[src/common/clock_generator_control_consts.vh]
/*
  constants for the clock generator control block: field widths, reset
  values and timing counts. assumes inclusion by bare name.
*/
`ifndef CLOCK_GENERATOR_CONTROL_CONSTS_VH
`define CLOCK_GENERATOR_CONTROL_CONSTS_VH

// slow clock prescale for the oscillator start-up count
`define OSC_PRESCALE          8
`define OSC_PRESCALE_W        3
// start-up count width
`define OSC_COUNT_W           8
// measurement length in slow clock falls after the opening rise
`define MEASURE_PERIODS       16
`define MEASURE_PERIODS_W     5
// main frequency count width
`define FREQ_COUNT_W          16
// pll divider, multiplier and settle count widths
`define PLL_DIV_W             8
`define PLL_MUL_W             11
`define PLL_CNT_W             6
// reset values
`define RST_DIV               8'h00
`define RST_MUL               11'h000
`define RST_CNT               6'h00
`define RST_OSC_COUNT         8'h00
// interrupt mask bit positions
`define MASK_STABLE_BIT       0
`define MASK_LOCK_A_BIT       1
`define MASK_LOCK_B_BIT       2
`define MASK_DONE_BIT         3
`define MASK_W                4

`endif

[src/hw/clock_generator_control.v]
/*
  clock generator control: main oscillator enable and start-up timing,
  main clock frequency measurement, and two pll settle timers.
  assumes slow_clock and main_clock arrive as plain levels from the analog
  macros and are sampled here on ref_clk, which must run well above both.
  control fields are plain ports driven by logic on ref_clk.
  the pll ratio itself is realised in the analog macro; this block only
  times the settle and exports the power and hold levels.
*/
`timescale 1ns/1ns
`default_nettype none
`include "clock_generator_control_consts.vh"

//Contract
//- two plls, main oscillator, four clocks
//- reset: oscillator off, slow clock selected
//- clearing enable clears stable flag at once
//- enable rise restarts count, one step per 8
//- count zero sets stable flag, maskable irq
//- frequency count starts after next slow rise
//- sixteenth slow fall stops count, sets done
//- count equals main cycles in sixteen periods; here it spans a rise to the sixteenth fall, 15.5 periods
//- dividers accept ratios one to 255
//- zero divider holds outputs high
//- reset clears every divider field
//- output is source times mul plus one over div
//- zero multiplier powers pll down
//- change or re-enable clears lock, reloads count
//- settle counter per slow cycle, then lock
//- stable irq only when enabled
module clock_generator_control #(
  parameter OSC_W  = `OSC_COUNT_W,
  parameter FREQ_W = `FREQ_COUNT_W,
  parameter DIV_W  = `PLL_DIV_W,
  parameter MUL_W  = `PLL_MUL_W,
  parameter CNT_W  = `PLL_CNT_W
) (
  input  wire              ref_clk,              // block clock, 10 MHz
  input  wire              rst,                  // synchronous, active high
  input  wire              slow_clock,           // permanent slow clock pin
  input  wire              main_clock,           // main oscillator output pin
  input  wire              main_osc_enable,      // oscillator enable field
  input  wire              osc_external_input,   // bypass field
  input  wire [OSC_W-1:0]  osc_startup_count,    // start-up count field
  input  wire [DIV_W-1:0]  pll_a_div,            // pll a divider field
  input  wire [MUL_W-1:0]  pll_a_scale_factor,   // pll a multiplier field
  input  wire [CNT_W-1:0]  pll_a_settle_count,   // pll a settle count field
  input  wire [DIV_W-1:0]  pll_b_div,            // pll b divider field
  input  wire [MUL_W-1:0]  pll_b_scale_factor,   // pll b multiplier field
  input  wire [CNT_W-1:0]  pll_b_settle_count,   // pll b settle count field
  input  wire [`MASK_W-1:0] interrupt_mask,      // interrupt mask bits
  output wire              osc_power_on,         // analog oscillator enable
  output wire              osc_bypass_out,       // analog bypass select
  output wire              main_clock_selected,  // 0: slow clock is source
  output reg               main_osc_stable,      // stable flag
  output reg               freq_measure_done,    // measurement done flag
  output reg  [FREQ_W-1:0] main_freq_count,      // measured main cycles
  output wire              pll_a_enable,         // pll a powered
  output wire              pll_a_hold_high,      // pll a output held at 1
  output wire              pll_a_settled,        // pll a lock flag
  output wire              pll_b_enable,         // pll b powered
  output wire              pll_b_hold_high,      // pll b output held at 1
  output wire              pll_b_settled,        // pll b lock flag
  output wire              irq                   // level interrupt request
);

  // measurement state machine, one-hot; a stray code falls back to idle
  // through the default branch, so a flipped bit costs one measurement
  // at worst and never a stuck counter
  localparam [2:0] M_IDLE = 3'b001;  // waiting for stable
  localparam [2:0] M_ARM  = 3'b010;  // waiting for next slow rise
  localparam [2:0] M_RUN  = 3'b100;  // counting main cycles

  // synchronised pins, their edges and the timer state
  wire                      slow_sync;     // synchronised slow clock
  wire                      main_sync;     // synchronised main clock
  reg                       slow_d_ff;     // previous slow level
  reg                       main_d_ff;     // previous main level
  wire                      slow_rise;     // slow rising edge pulse
  wire                      slow_fall;     // slow falling edge pulse
  wire                      main_rise;     // main rising edge pulse
  reg                       en_d_ff;       // previous enable level
  reg [`OSC_PRESCALE_W-1:0] pre_ff;        // divide-by-8 prescaler
  reg [OSC_W-1:0]           osc_cnt_ff;    // start-up counter
  reg                       osc_run_ff;    // start-up count active
  reg [2:0]                 m_state_ff;    // measurement state
  reg [2:0]                 nxt_m_state;   // next measurement state
  reg [`MEASURE_PERIODS_W-1:0] fall_cnt_ff; // slow falls counted
  reg                       meas_done_ff;  // one measure per stable period
  wire                      irq_osc;       // stable flag, masked
  wire                      irq_lka;       // pll a lock, masked
  wire                      irq_lkb;       // pll b lock, masked
  wire                      irq_done;      // measurement done, masked

  // slow and main are foreign to ref_clk: two stages before any use.
  // the stages add about two ref_clk cycles to every edge; both pins
  // pay the same delay, so measured intervals are not skewed by it
  sync_2ff u_slow_sync (
    .ref_clk  (ref_clk),
    .rst      (rst),
    .async_in (slow_clock),
    .sync_out (slow_sync)
  );

  // main clock pin; expected low while the oscillator is off
  sync_2ff u_main_sync (
    .ref_clk  (ref_clk),
    .rst      (rst),
    .async_in (main_clock),
    .sync_out (main_sync)
  );

  // edge detection on synchronised levels only; the previous-level
  // registers reset low, so a slow level already high at release reads
  // as one rise, which at most shortens the first timer step
  always @(posedge ref_clk) begin
    if (rst) begin
      slow_d_ff <= 1'b0;
      main_d_ff <= 1'b0;
    end else begin
      slow_d_ff <= slow_sync;
      main_d_ff <= main_sync;
    end
  end

  // one-cycle pulses, each seen by exactly one ref_clk edge
  assign slow_rise = slow_sync & ~slow_d_ff;
  assign slow_fall = ~slow_sync & slow_d_ff;
  assign main_rise = main_sync & ~main_d_ff;

  // oscillator drive follows the enable; bypass is software's business.
  // nothing here stops bypass and enable being high together, which is a
  // misuse the caller must avoid
  assign osc_power_on        = main_osc_enable;
  assign osc_bypass_out      = osc_external_input;
  // slow clock is always the source; the selection is tied to zero
  assign main_clock_selected = 1'b0;

  // start-up timer: restart on enable rise, one step per 8 slow periods.
  // the prescaler restarts with every load so the first step is a full
  // eight periods; a count of n sets the flag on rise 8n+1, so even a
  // zero count waits for one slow edge.
  // holding enable high is no restart: only the rise reloads
  always @(posedge ref_clk) begin
    if (rst) begin
      // oscillator off, nothing counting, flag low
      en_d_ff         <= 1'b0;
      pre_ff          <= {`OSC_PRESCALE_W{1'b0}};
      osc_cnt_ff      <= `RST_OSC_COUNT;
      osc_run_ff      <= 1'b0;
      main_osc_stable <= 1'b0;
    end else begin
      en_d_ff <= main_osc_enable;
      if (!main_osc_enable) begin
        // disabled: flag drops in the same cycle
        main_osc_stable <= 1'b0;
        osc_run_ff      <= 1'b0;
      end else if (!en_d_ff) begin
        // fresh enable: load the start-up value
        main_osc_stable <= 1'b0;
        osc_cnt_ff      <= osc_startup_count;
        pre_ff          <= {`OSC_PRESCALE_W{1'b0}};
        osc_run_ff      <= 1'b1;
      end else if (osc_run_ff && slow_rise) begin
        // prescaler wraps by itself after eight rises
        pre_ff <= pre_ff + 1'b1;
        if (osc_cnt_ff == {OSC_W{1'b0}}) begin
          main_osc_stable <= 1'b1;
          osc_run_ff      <= 1'b0;
        end else if (pre_ff == `OSC_PRESCALE - 1) begin
          osc_cnt_ff <= osc_cnt_ff - 1'b1;
        end
      end
    end
  end

  // measurement next state: arm once per stable period, open the window
  // on the next synchronised slow rise, close it on the sixteenth fall
  always @* begin
    nxt_m_state = m_state_ff;
    case (m_state_ff)
      M_IDLE: begin
        // one measurement per stable period
        if (main_osc_stable && !meas_done_ff) begin
          nxt_m_state = M_ARM;
        end
      end
      M_ARM: begin
        if (!main_osc_stable) begin
          nxt_m_state = M_IDLE;
        end else if (slow_rise) begin
          nxt_m_state = M_RUN;
        end
      end
      M_RUN: begin
        if (!main_osc_stable) begin
          nxt_m_state = M_IDLE;
        end else if (slow_fall &&
                     fall_cnt_ff == `MEASURE_PERIODS - 1) begin
          nxt_m_state = M_IDLE;
        end
      end
      default: begin
        // illegal code: back to idle
        nxt_m_state = M_IDLE;
      end
    endcase
  end

  // measurement counters and flags; count and done stand until the
  // oscillator is disabled, so software may read them at leisure.
  // a main clock above half of ref_clk aliases and reads low here
  always @(posedge ref_clk) begin
    if (rst) begin
      m_state_ff        <= M_IDLE;
      fall_cnt_ff       <= {`MEASURE_PERIODS_W{1'b0}};
      main_freq_count   <= {FREQ_W{1'b0}};
      freq_measure_done <= 1'b0;
      meas_done_ff      <= 1'b0;
    end else begin
      m_state_ff <= nxt_m_state;
      if (!main_osc_stable) begin
        // oscillator lost: result no longer valid
        freq_measure_done <= 1'b0;
        meas_done_ff      <= 1'b0;
      end
      case (m_state_ff)
        M_ARM: begin
          // window not open yet: both counts start from zero
          fall_cnt_ff     <= {`MEASURE_PERIODS_W{1'b0}};
          main_freq_count <= {FREQ_W{1'b0}};
        end
        M_RUN: begin
          if (main_rise) begin
            // saturation would hide nothing at these widths
            main_freq_count <= main_freq_count + 1'b1;
          end
          if (slow_fall) begin
            // sixteenth fall closes the window and raises done
            fall_cnt_ff <= fall_cnt_ff + 1'b1;
            if (fall_cnt_ff == `MEASURE_PERIODS - 1 && main_osc_stable) begin
              freq_measure_done <= 1'b1;
              meas_done_ff      <= 1'b1;
            end
          end
        end
        default: begin
          fall_cnt_ff <= fall_cnt_ff;
        end
      endcase
    end
  end

  // two identical pll paths; ratio (mul+1)/div is realised in the macro.
  // both share the synchronised slow rise as their tick, so the settle
  // counts of the two plls run on one time base
  pll_settle #(
    .DIV_W (DIV_W),
    .MUL_W (MUL_W),
    .CNT_W (CNT_W)
  ) u_pll_a (
    .ref_clk      (ref_clk),
    .rst          (rst),
    .slow_tick    (slow_rise),
    .div          (pll_a_div),
    .mul          (pll_a_scale_factor),
    .settle_count (pll_a_settle_count),
    .pll_enable   (pll_a_enable),
    .hold_high    (pll_a_hold_high),
    .settled      (pll_a_settled)
  );

  pll_settle #(
    .DIV_W (DIV_W),
    .MUL_W (MUL_W),
    .CNT_W (CNT_W)
  ) u_pll_b (
    .ref_clk      (ref_clk),
    .rst          (rst),
    .slow_tick    (slow_rise),
    .div          (pll_b_div),
    .mul          (pll_b_scale_factor),
    .settle_count (pll_b_settle_count),
    .pll_enable   (pll_b_enable),
    .hold_high    (pll_b_hold_high),
    .settled      (pll_b_settled)
  );

  // each flag gated by its own mask bit; the request is a level, so it
  // drops as soon as the flag clears or software masks it again
  assign irq_osc  = main_osc_stable & interrupt_mask[`MASK_STABLE_BIT];
  assign irq_lka  = pll_a_settled & interrupt_mask[`MASK_LOCK_A_BIT];
  assign irq_lkb  = pll_b_settled & interrupt_mask[`MASK_LOCK_B_BIT];
  assign irq_done = freq_measure_done & interrupt_mask[`MASK_DONE_BIT];
  // polled software sees the same flags whether or not they are masked
  assign irq      = irq_osc | irq_lka | irq_lkb | irq_done;

endmodule // clock_generator_control

`default_nettype wire

[src/hw/sync_2ff.v]
/*
  two flip-flop level synchroniser into the ref_clk domain.
  assumes the input is a level from an unrelated clock or pin.
*/
`timescale 1ns/1ns
`default_nettype none

module sync_2ff (
  input  wire ref_clk,   // destination clock
  input  wire rst,       // synchronous, active high
  input  wire async_in,  // level from another domain
  output wire sync_out   // synchronised level
);

  reg stage1_ff;  // first stage, read only by stage2
  reg stage2_ff;  // second stage, safe to use

  // two stages; reset clears both
  always @(posedge ref_clk) begin
    if (rst) begin
      stage1_ff <= 1'b0;
      stage2_ff <= 1'b0;
    end else begin
      stage1_ff <= async_in;
      stage2_ff <= stage1_ff;
    end
  end

  assign sync_out = stage2_ff;

endmodule // sync_2ff

`default_nettype wire

[src/hw/pll_settle.v]
/*
  one pll path: parameter change detection, settle counter, settled flag,
  power-down and divider-zero hold. assumes slow_tick is a one-cycle pulse
  per rising slow clock edge in the ref_clk domain.
*/
`timescale 1ns/1ns
`default_nettype none
`include "clock_generator_control_consts.vh"

module pll_settle #(
  parameter DIV_W = `PLL_DIV_W,
  parameter MUL_W = `PLL_MUL_W,
  parameter CNT_W = `PLL_CNT_W
) (
  input  wire             ref_clk,       // block clock
  input  wire             rst,           // synchronous, active high
  input  wire             slow_tick,     // one pulse per slow clock period
  input  wire [DIV_W-1:0] div,           // input divider field
  input  wire [MUL_W-1:0] mul,           // pll_scale_factor field
  input  wire [CNT_W-1:0] settle_count,  // pll_settle_count field
  output wire             pll_enable,    // analog pll powered
  output wire             hold_high,     // divider and pll output held at 1
  output reg              settled        // lock flag
);

  reg [DIV_W-1:0] div_ff;   // last seen divider
  reg [MUL_W-1:0] mul_ff;   // last seen multiplier
  reg [CNT_W-1:0] cnt_ff;   // settle counter
  reg             run_ff;   // counting in progress
  wire            changed;  // divider or multiplier moved

  assign changed    = (div != div_ff) || (mul != mul_ff);
  assign pll_enable = (mul != {MUL_W{1'b0}});
  assign hold_high  = (div == {DIV_W{1'b0}});

  // restart on change, count down per slow period, then settle
  always @(posedge ref_clk) begin
    if (rst) begin
      div_ff  <= `RST_DIV;
      mul_ff  <= `RST_MUL;
      cnt_ff  <= `RST_CNT;
      run_ff  <= 1'b0;
      settled <= 1'b0;
    end else begin
      div_ff <= div;
      mul_ff <= mul;
      if (changed && pll_enable) begin
        // reload and drop the flag
        settled <= 1'b0;
        cnt_ff  <= settle_count;
        run_ff  <= 1'b1;
      end else if (!pll_enable) begin
        // powered down pll never locks
        settled <= 1'b0;
        run_ff  <= 1'b0;
      end else if (run_ff && slow_tick) begin
        if (cnt_ff == {CNT_W{1'b0}}) begin
          settled <= 1'b1;
          run_ff  <= 1'b0;
        end else begin
          cnt_ff <= cnt_ff - 1'b1;
        end
      end
    end
  end

endmodule // pll_settle

`default_nettype wire

[config.mk]
export PLATFORM = sky130hd
export DESIGN_NAME = clock_generator_control
export DESIGN_NICKNAME = d
export VERILOG_FILES = /design/src/hw/clock_generator_control.v /design/src/hw/sync_2ff.v /design/src/hw/pll_settle.v
export VERILOG_INCLUDE_DIRS = /design/src /design/src/common
export SDC_FILE = /design/constraint.sdc
export NUM_CORES = 1
export LEC_CHECK = 0
export ABC_AREA = 1
export BUFFER_PORTS_ARGS = -buffer_cell sky130_fd_sc_hd__buf_2
export CORE_MARGIN = 4
export CORE_UTILIZATION = 50
export CTS_CLUSTER_DIAMETER = 30
export DETAILED_ROUTE_END_ITERATION = 10
export PLACE_DENSITY = 0.76
export RECOVER_POWER = 25
export SLEW_MARGIN = 10
export SYNTH_ARGS = -nofsm -noshare
export SYNTH_HDL_FRONTEND = slang
export SYNTH_SLANG_ARGS = --single-unit
[constraint.sdc]
create_clock -name ref_clk -period 1.47 [get_ports ref_clk]
set_clock_uncertainty 0.1 [all_clocks]
set_input_delay 0.0735 -clock ref_clk [delete_from_list [all_inputs] [get_ports ref_clk]]
set_output_delay 0.0735 -clock ref_clk [all_outputs]
set_load 0.02 [all_outputs]
Word level (Yosys, flattened, before mapping) --
Index checks and enable logic that the tools add are counted.
Cells by class: add/sub/neg operators 6, eq/ne operators 24, mux-type cells 43, bitwise logic cells 17, reduce and logical (&&, ||, !) cells 40
Operators by type and width (number):
- $mux W6 | 8
- $mux W8 | 4
- $pmux W16 S2 | 1
- $logic_not A8 Y1 | 3
- $ne A11 B11 Y1 | 2
- $reduce_bool A11 Y1 | 2
- $mux W3 | 7
- $mux W1 | 19
- $ne A3 B3 Y1 const B | 6
- $reduce_and A2 Y1 | 9
- $add A16 B1 Y16 const B | 1
- $mux W16 | 1
- $ne A8 B8 Y1 | 2
- $logic_not A6 Y1 | 2
- $sub A6 B1 Y6 const B | 2
- $ne A2 B1 Y1 const B | 5
- $pmux W5 S2 | 1
- $reduce_bool A2 Y1 | 5
- $pmux W3 S3 | 1
- $reduce_and A3 Y1 | 3
- $reduce_or A3 Y1 | 3
- $logic_and A1 B1 Y1 | 8
- $ne A2 B2 Y1 const B | 4
- $sub A8 B1 Y8 const B | 1
- other kinds (14) | 30
Word-level totals: register bits after elaboration 100, input bits 68, output and inout port bits 28, word-level logic and storage cells 156

Logic depth before layout (Yosys ltp) --
depth in word-level cells 6, gate-level depth with buffers 12, gate-level depth less buffers 12

Modules after synthesis --
Synthesis repeated with hierarchy kept, for this count alone.
Second synthesis, totals: cells, all modules 792, area total of the unflattened synthesis 5243.8 um2
By module, submodules not included:
- pll_settle | instances 2, cells each 223, area each 1450.1 um2, sequential area each 540.5 um2
- clock_generator_control | instances 1, cells each 334, area each 2233.4 um2, sequential area each 840.8 um2
- sync_2ff | instances 2, cells each 6, area each 55.1 um2, sequential area each 40.0 um2

Worst setup path before layout --
No wires, ideal clock.
path kind reg-to-reg, start reg main_freq_count[0], end reg main_freq_count[10], setup time 0.119 ns, arrival time 1.418 ns, required time 1.251 ns, slack -0.167 ns, stages on the path, launching flop included 9, buffers on the path 0, clock period less this slack 1.637 ns, cell sequence dfxtp_1 > ha_1 > nand3_1 > nor2_1 > nand2_1 > nor3_2 > nand2_1 > o21ai_0 > a21oi_1
Between the ends: word-level cells in the longest chain between the ends 3
RTL lines:
- from (decl) | RTL line clock_generator_control.v:57 | output reg [FREQ_W-1:0] main_freq_count,
- from (signal assigned) | RTL line clock_generator_control.v:217 | main_freq_count <= {FREQ_W{1'b0}};
- from (signal assigned) | RTL line clock_generator_control.v:231 | main_freq_count <= {FREQ_W{1'b0}};
- from (signal assigned) | RTL line clock_generator_control.v:236 | main_freq_count <= main_freq_count + 1'b1;
- $add A16 B1 Y16 | RTL line clock_generator_control.v:236
- $mux W16 | RTL line clock_generator_control.v:234 | if (main_rise) begin
- $pmux W16 S2 | RTL line clock_generator_control.v:227 | case (m_state_ff)
No other way between the ends. The select of a mux whose other input is x is not followed. A chain may end at the register's enable or synchronous reset.

Worst setup path in the final report --
start reg u_slow_sync.stage2_ff, in the netlist u_slow_sync.sync_out, end reg osc_cnt_ff[4]
Between the ends: word-level cells in the longest chain between the ends 4
RTL lines:
- from (decl) | RTL line sync_2ff.v:16 | reg stage2_ff;
- from (signal assigned) | RTL line sync_2ff.v:25 | stage2_ff <= stage1_ff;
- $and A1 B1 Y1 | RTL line clock_generator_control.v:127 | assign slow_rise = slow_sync & ~slow_d_ff;
- $logic_and A1 B1 Y1 | RTL line clock_generator_control.v:164 | end else if (osc_run_ff && slow_rise) begin
- $ne A2 B1 Y1 (no source line)
- $reduce_and A4 Y1 (no source line)
- to (signal assigned) | RTL line clock_generator_control.v:149 | osc_cnt_ff <= `RST_OSC_COUNT;
- to (signal assigned) | RTL line clock_generator_control.v:161 | osc_cnt_ff <= osc_startup_count;
- to (signal assigned) | RTL line clock_generator_control.v:171 | osc_cnt_ff <= osc_cnt_ff - 1'b1;
- to (decl) | RTL line clock_generator_control.v:84 | reg [OSC_W-1:0] osc_cnt_ff;
No other way between the ends.

==> out/results.ini <==
[route]
drt-pass1-iter-count=5
wl_um=15120
ant_nets=0
vias_per_cell=5.023
num_vias=5731
drcViolationCount=0
post_drt_wl_per_cell_um=13.25
initialDrtViolationCount=300

[worst_setup_path]
r2r_start=u_slow_sync.sync_out
cp-start-kind=flop
ff2ff_setup_slack_ns=-0.18
critPathArrivalTime_ns=1.83
critPathCapture=osc_cnt_ff[4]
ff2ff_path_depth=9
critical_path_class=reg -> reg
worstReg2RegEnd=osc_cnt_ff[4]
worstPathRequired_ns=1.64
cp-end-kind=flop
critPathLaunch=u_slow_sync.sync_out
crit_path_max_fanout=7

[sta]
layout_setup_ws_ns=-0.1823
min_period_over_period=1.124
period_minus_slack_ns=1.652
rsz0062_at_grt=yes
maxSlewViolCount=0
slew_headroom=0.6425
hold_viol=0
worst_pin_slew_ns=0.5362
max_freq_ghz=0.6052
setup_viol=38

[run]
maxCapViolations=0

[global_routing]
grt_use_total=0.2336
grt_pass1_vias=5429
grt_start_max_net_pins=51
grt_pass1_wl_um=22480
antenna_found_initial=0
overflow=0

[placement]
pre_cts_slack_ns=-0.1810
gp_congestion=0.9008
post-dp-hpwl_um=8687
port_buffers=92

[logic_synthesis]
synth-seq-area-share=0.3937
synth_warnings=0
async_flop_share=0
yosysMostFrequentCell=nand2_1
synth_area_leaders=dfxtp_1 (39%), nand2_1 (13%), inv_1 (9.1%)
synth_edf_count=0
netlist_instances=762
synth.largest_area_cell=dfxtp_1
synth_common_cells=nand2_1 (173), inv_1 (123), nor2_1 (118)
ys.flop_type=dfxtp_1
avgSynthCellArea_um2=6.673
syn_nets=841
yosysUniqueCellTypes=36
ys_seq_elements=100
netlist_area_mm2=0.005085
synth_top_area_share=0.3937

[cells_and_area]
insertedDiodeCount=0
fillers=670
nets=1082
area_growth_pct=55.41
drive_above_1_share=0.3641

[pwr]
power_density_mw_per_mm2=841.6
total_power_mw=6.651
vdd_drop_max_uv=637.6
p_leak_nw=3.729

[clocking]
clock_latency_ns=0.37
clock_path_buffers=2
ctsHtreeMaxLevel=3
clk_pin_slew_ns=0.10
root_buffer=clkbuf_8
clock_sink_count=100
cts_tree=yes
cts_buffers=9

[run_status]
status=finished with violations
violations=setup timing

[worst_hold_path]
hp-class=in -> reg

[floorplanning]
fp.dieH_um=108.8
fp.dieW_um=108.8
core_area_mm2=0.009819
io_pins=96
die_area_mm2=0.01185
initial_core_util=0.5178
rows=36

## power breakdown
part           internal [mW]  leakage [nW]  total [mW]  switching, mW
clock network           1.00         0.105        1.99          0.988
registers               2.89         0.835        3.02          0.128
logic                  0.777          2.79        1.64          0.864
total                   4.67          3.73        6.65           1.98
## layout by cell type (no fill, tap or decap), drive strengths merged, types with 10 or more instances in the layout
cell         count
dfxtp          100
dlygate4sd3     54
nand3           52
o21ai           33
xor2            10
nand2          176
buf            185
clkbuf          12
inv            130
xnor2           11
nor3            16
nand4           12
nor2           121
a21oi           44
ha              11
## per-stage QoR
stage / cell area, µm² / setup TNS [ns] / hold slack, ns / util / instances
after global placement: 6196 / -1.941 / 0.04715 / 0.6310 / 1042
after CTS: 7365 / -1.441 / 0.004921 / 0.7500 / 1131
after floorplan: 5107 / -0.3417 / 0.08047 / - / 762
final: 7903 / -3.392 / 0.03896 / 0.8048 / 1141
after global routing: 7903 / -7.633 / 0.03674 / 0.8048 / 1141
after detailed placement: 6196 / -3.272 / 0.04715 / 0.6310 / 1042
## state kept, by name (all words and copies together), names as in the netlist, 3 cells and up
name / flops
fall_cnt_ff: 5
m_state_ff: 3
main_freq_count: 16
osc_cnt_ff: 8
pre_ff: 3
u_pll_a.cnt_ff: 6
u_pll_a.div_ff: 8
u_pll_a.mul_ff: 11
u_pll_b.cnt_ff: 6
u_pll_b.div_ff: 8
u_pll_b.mul_ff: 11
## area by class of cell
cell class | count | area [µm²] | share of cell area
Clock inverter | 6 | 87.58 | 0.01108
Inverter | 132 | 514.2 | 0.06507
Tap cell | 133 | 166.4 | 0.02106
Sequential cell | 100 | 2043 | 0.2585
Multi-Input combinational cell | 512 | 3053 | 0.3863
Clock buffer | 10 | 137.6 | 0.01742
Timing Repair Buffer | 248 | 1901 | 0.2405
## cells by family after synthesis
| kind of cell | count (synthesis) | synth area share |
|---|---|---|
| adders and majority gates | 11 | 0.02707 |
| buffers and inverters | 150 | 0.1171 |
| xor gates and xnor gates | 21 | 0.03617 |
| other | 1 | 0.0007375 |
| DFF | 100 | 0.3937 |
| AOI/OAI and AO/OA | 86 | 0.09031 |
| and+or+nand+nor | 393 | 0.3349 |
## worst max-delay path, stage by stage (launching register included)
cell	delay, ns
dfxtp_2	0.33
inv_2	0.03
or2_4	0.27
o21ai_2	0.16
nand2_2	0.10
clkinv_4	0.07
nand3_4	0.14
buf_6	0.16
nor3b_2	0.14
nor2_1	0.05
## what timing repair did
action | in CTS | in global routing
hold buffers | 61 | 0
resized for setup | 79 | 140
hold endpoints to repair | 66 | 0
pin swaps | 23 | 51
endpoints found under the setup margin | 38 | 55
buffers inserted | 12 | 12
## worst min-delay path by stage
stage / cells after the start / from / end / slack, ns
final: 5 / osc_startup_count[0] / osc_cnt_ff[0] / 0.04
after CTS: 5 / osc_startup_count[0] / osc_cnt_ff[0] / 0.005
after floorplan: 2 / main_clock / u_main_sync.stage1_ff / 0.08
after detailed placement: 0 / osc_external_input / osc_bypass_out / 0.05
after global placement: 0 / osc_external_input / osc_bypass_out / 0.05
after global routing: 5 / osc_startup_count[0] / osc_cnt_ff[0] / 0.04
## per-layer routing
metal,GRT usage,vias up,wire length (µm)
met5,0,-,0
li1,-,2858,-
met1,0.2608,2661,6034
met2,0.4232,168,7936
met4,0.1163,0,460
met3,0.04381,44,686
Note: power is estimated with default switching activity, not from simulation.
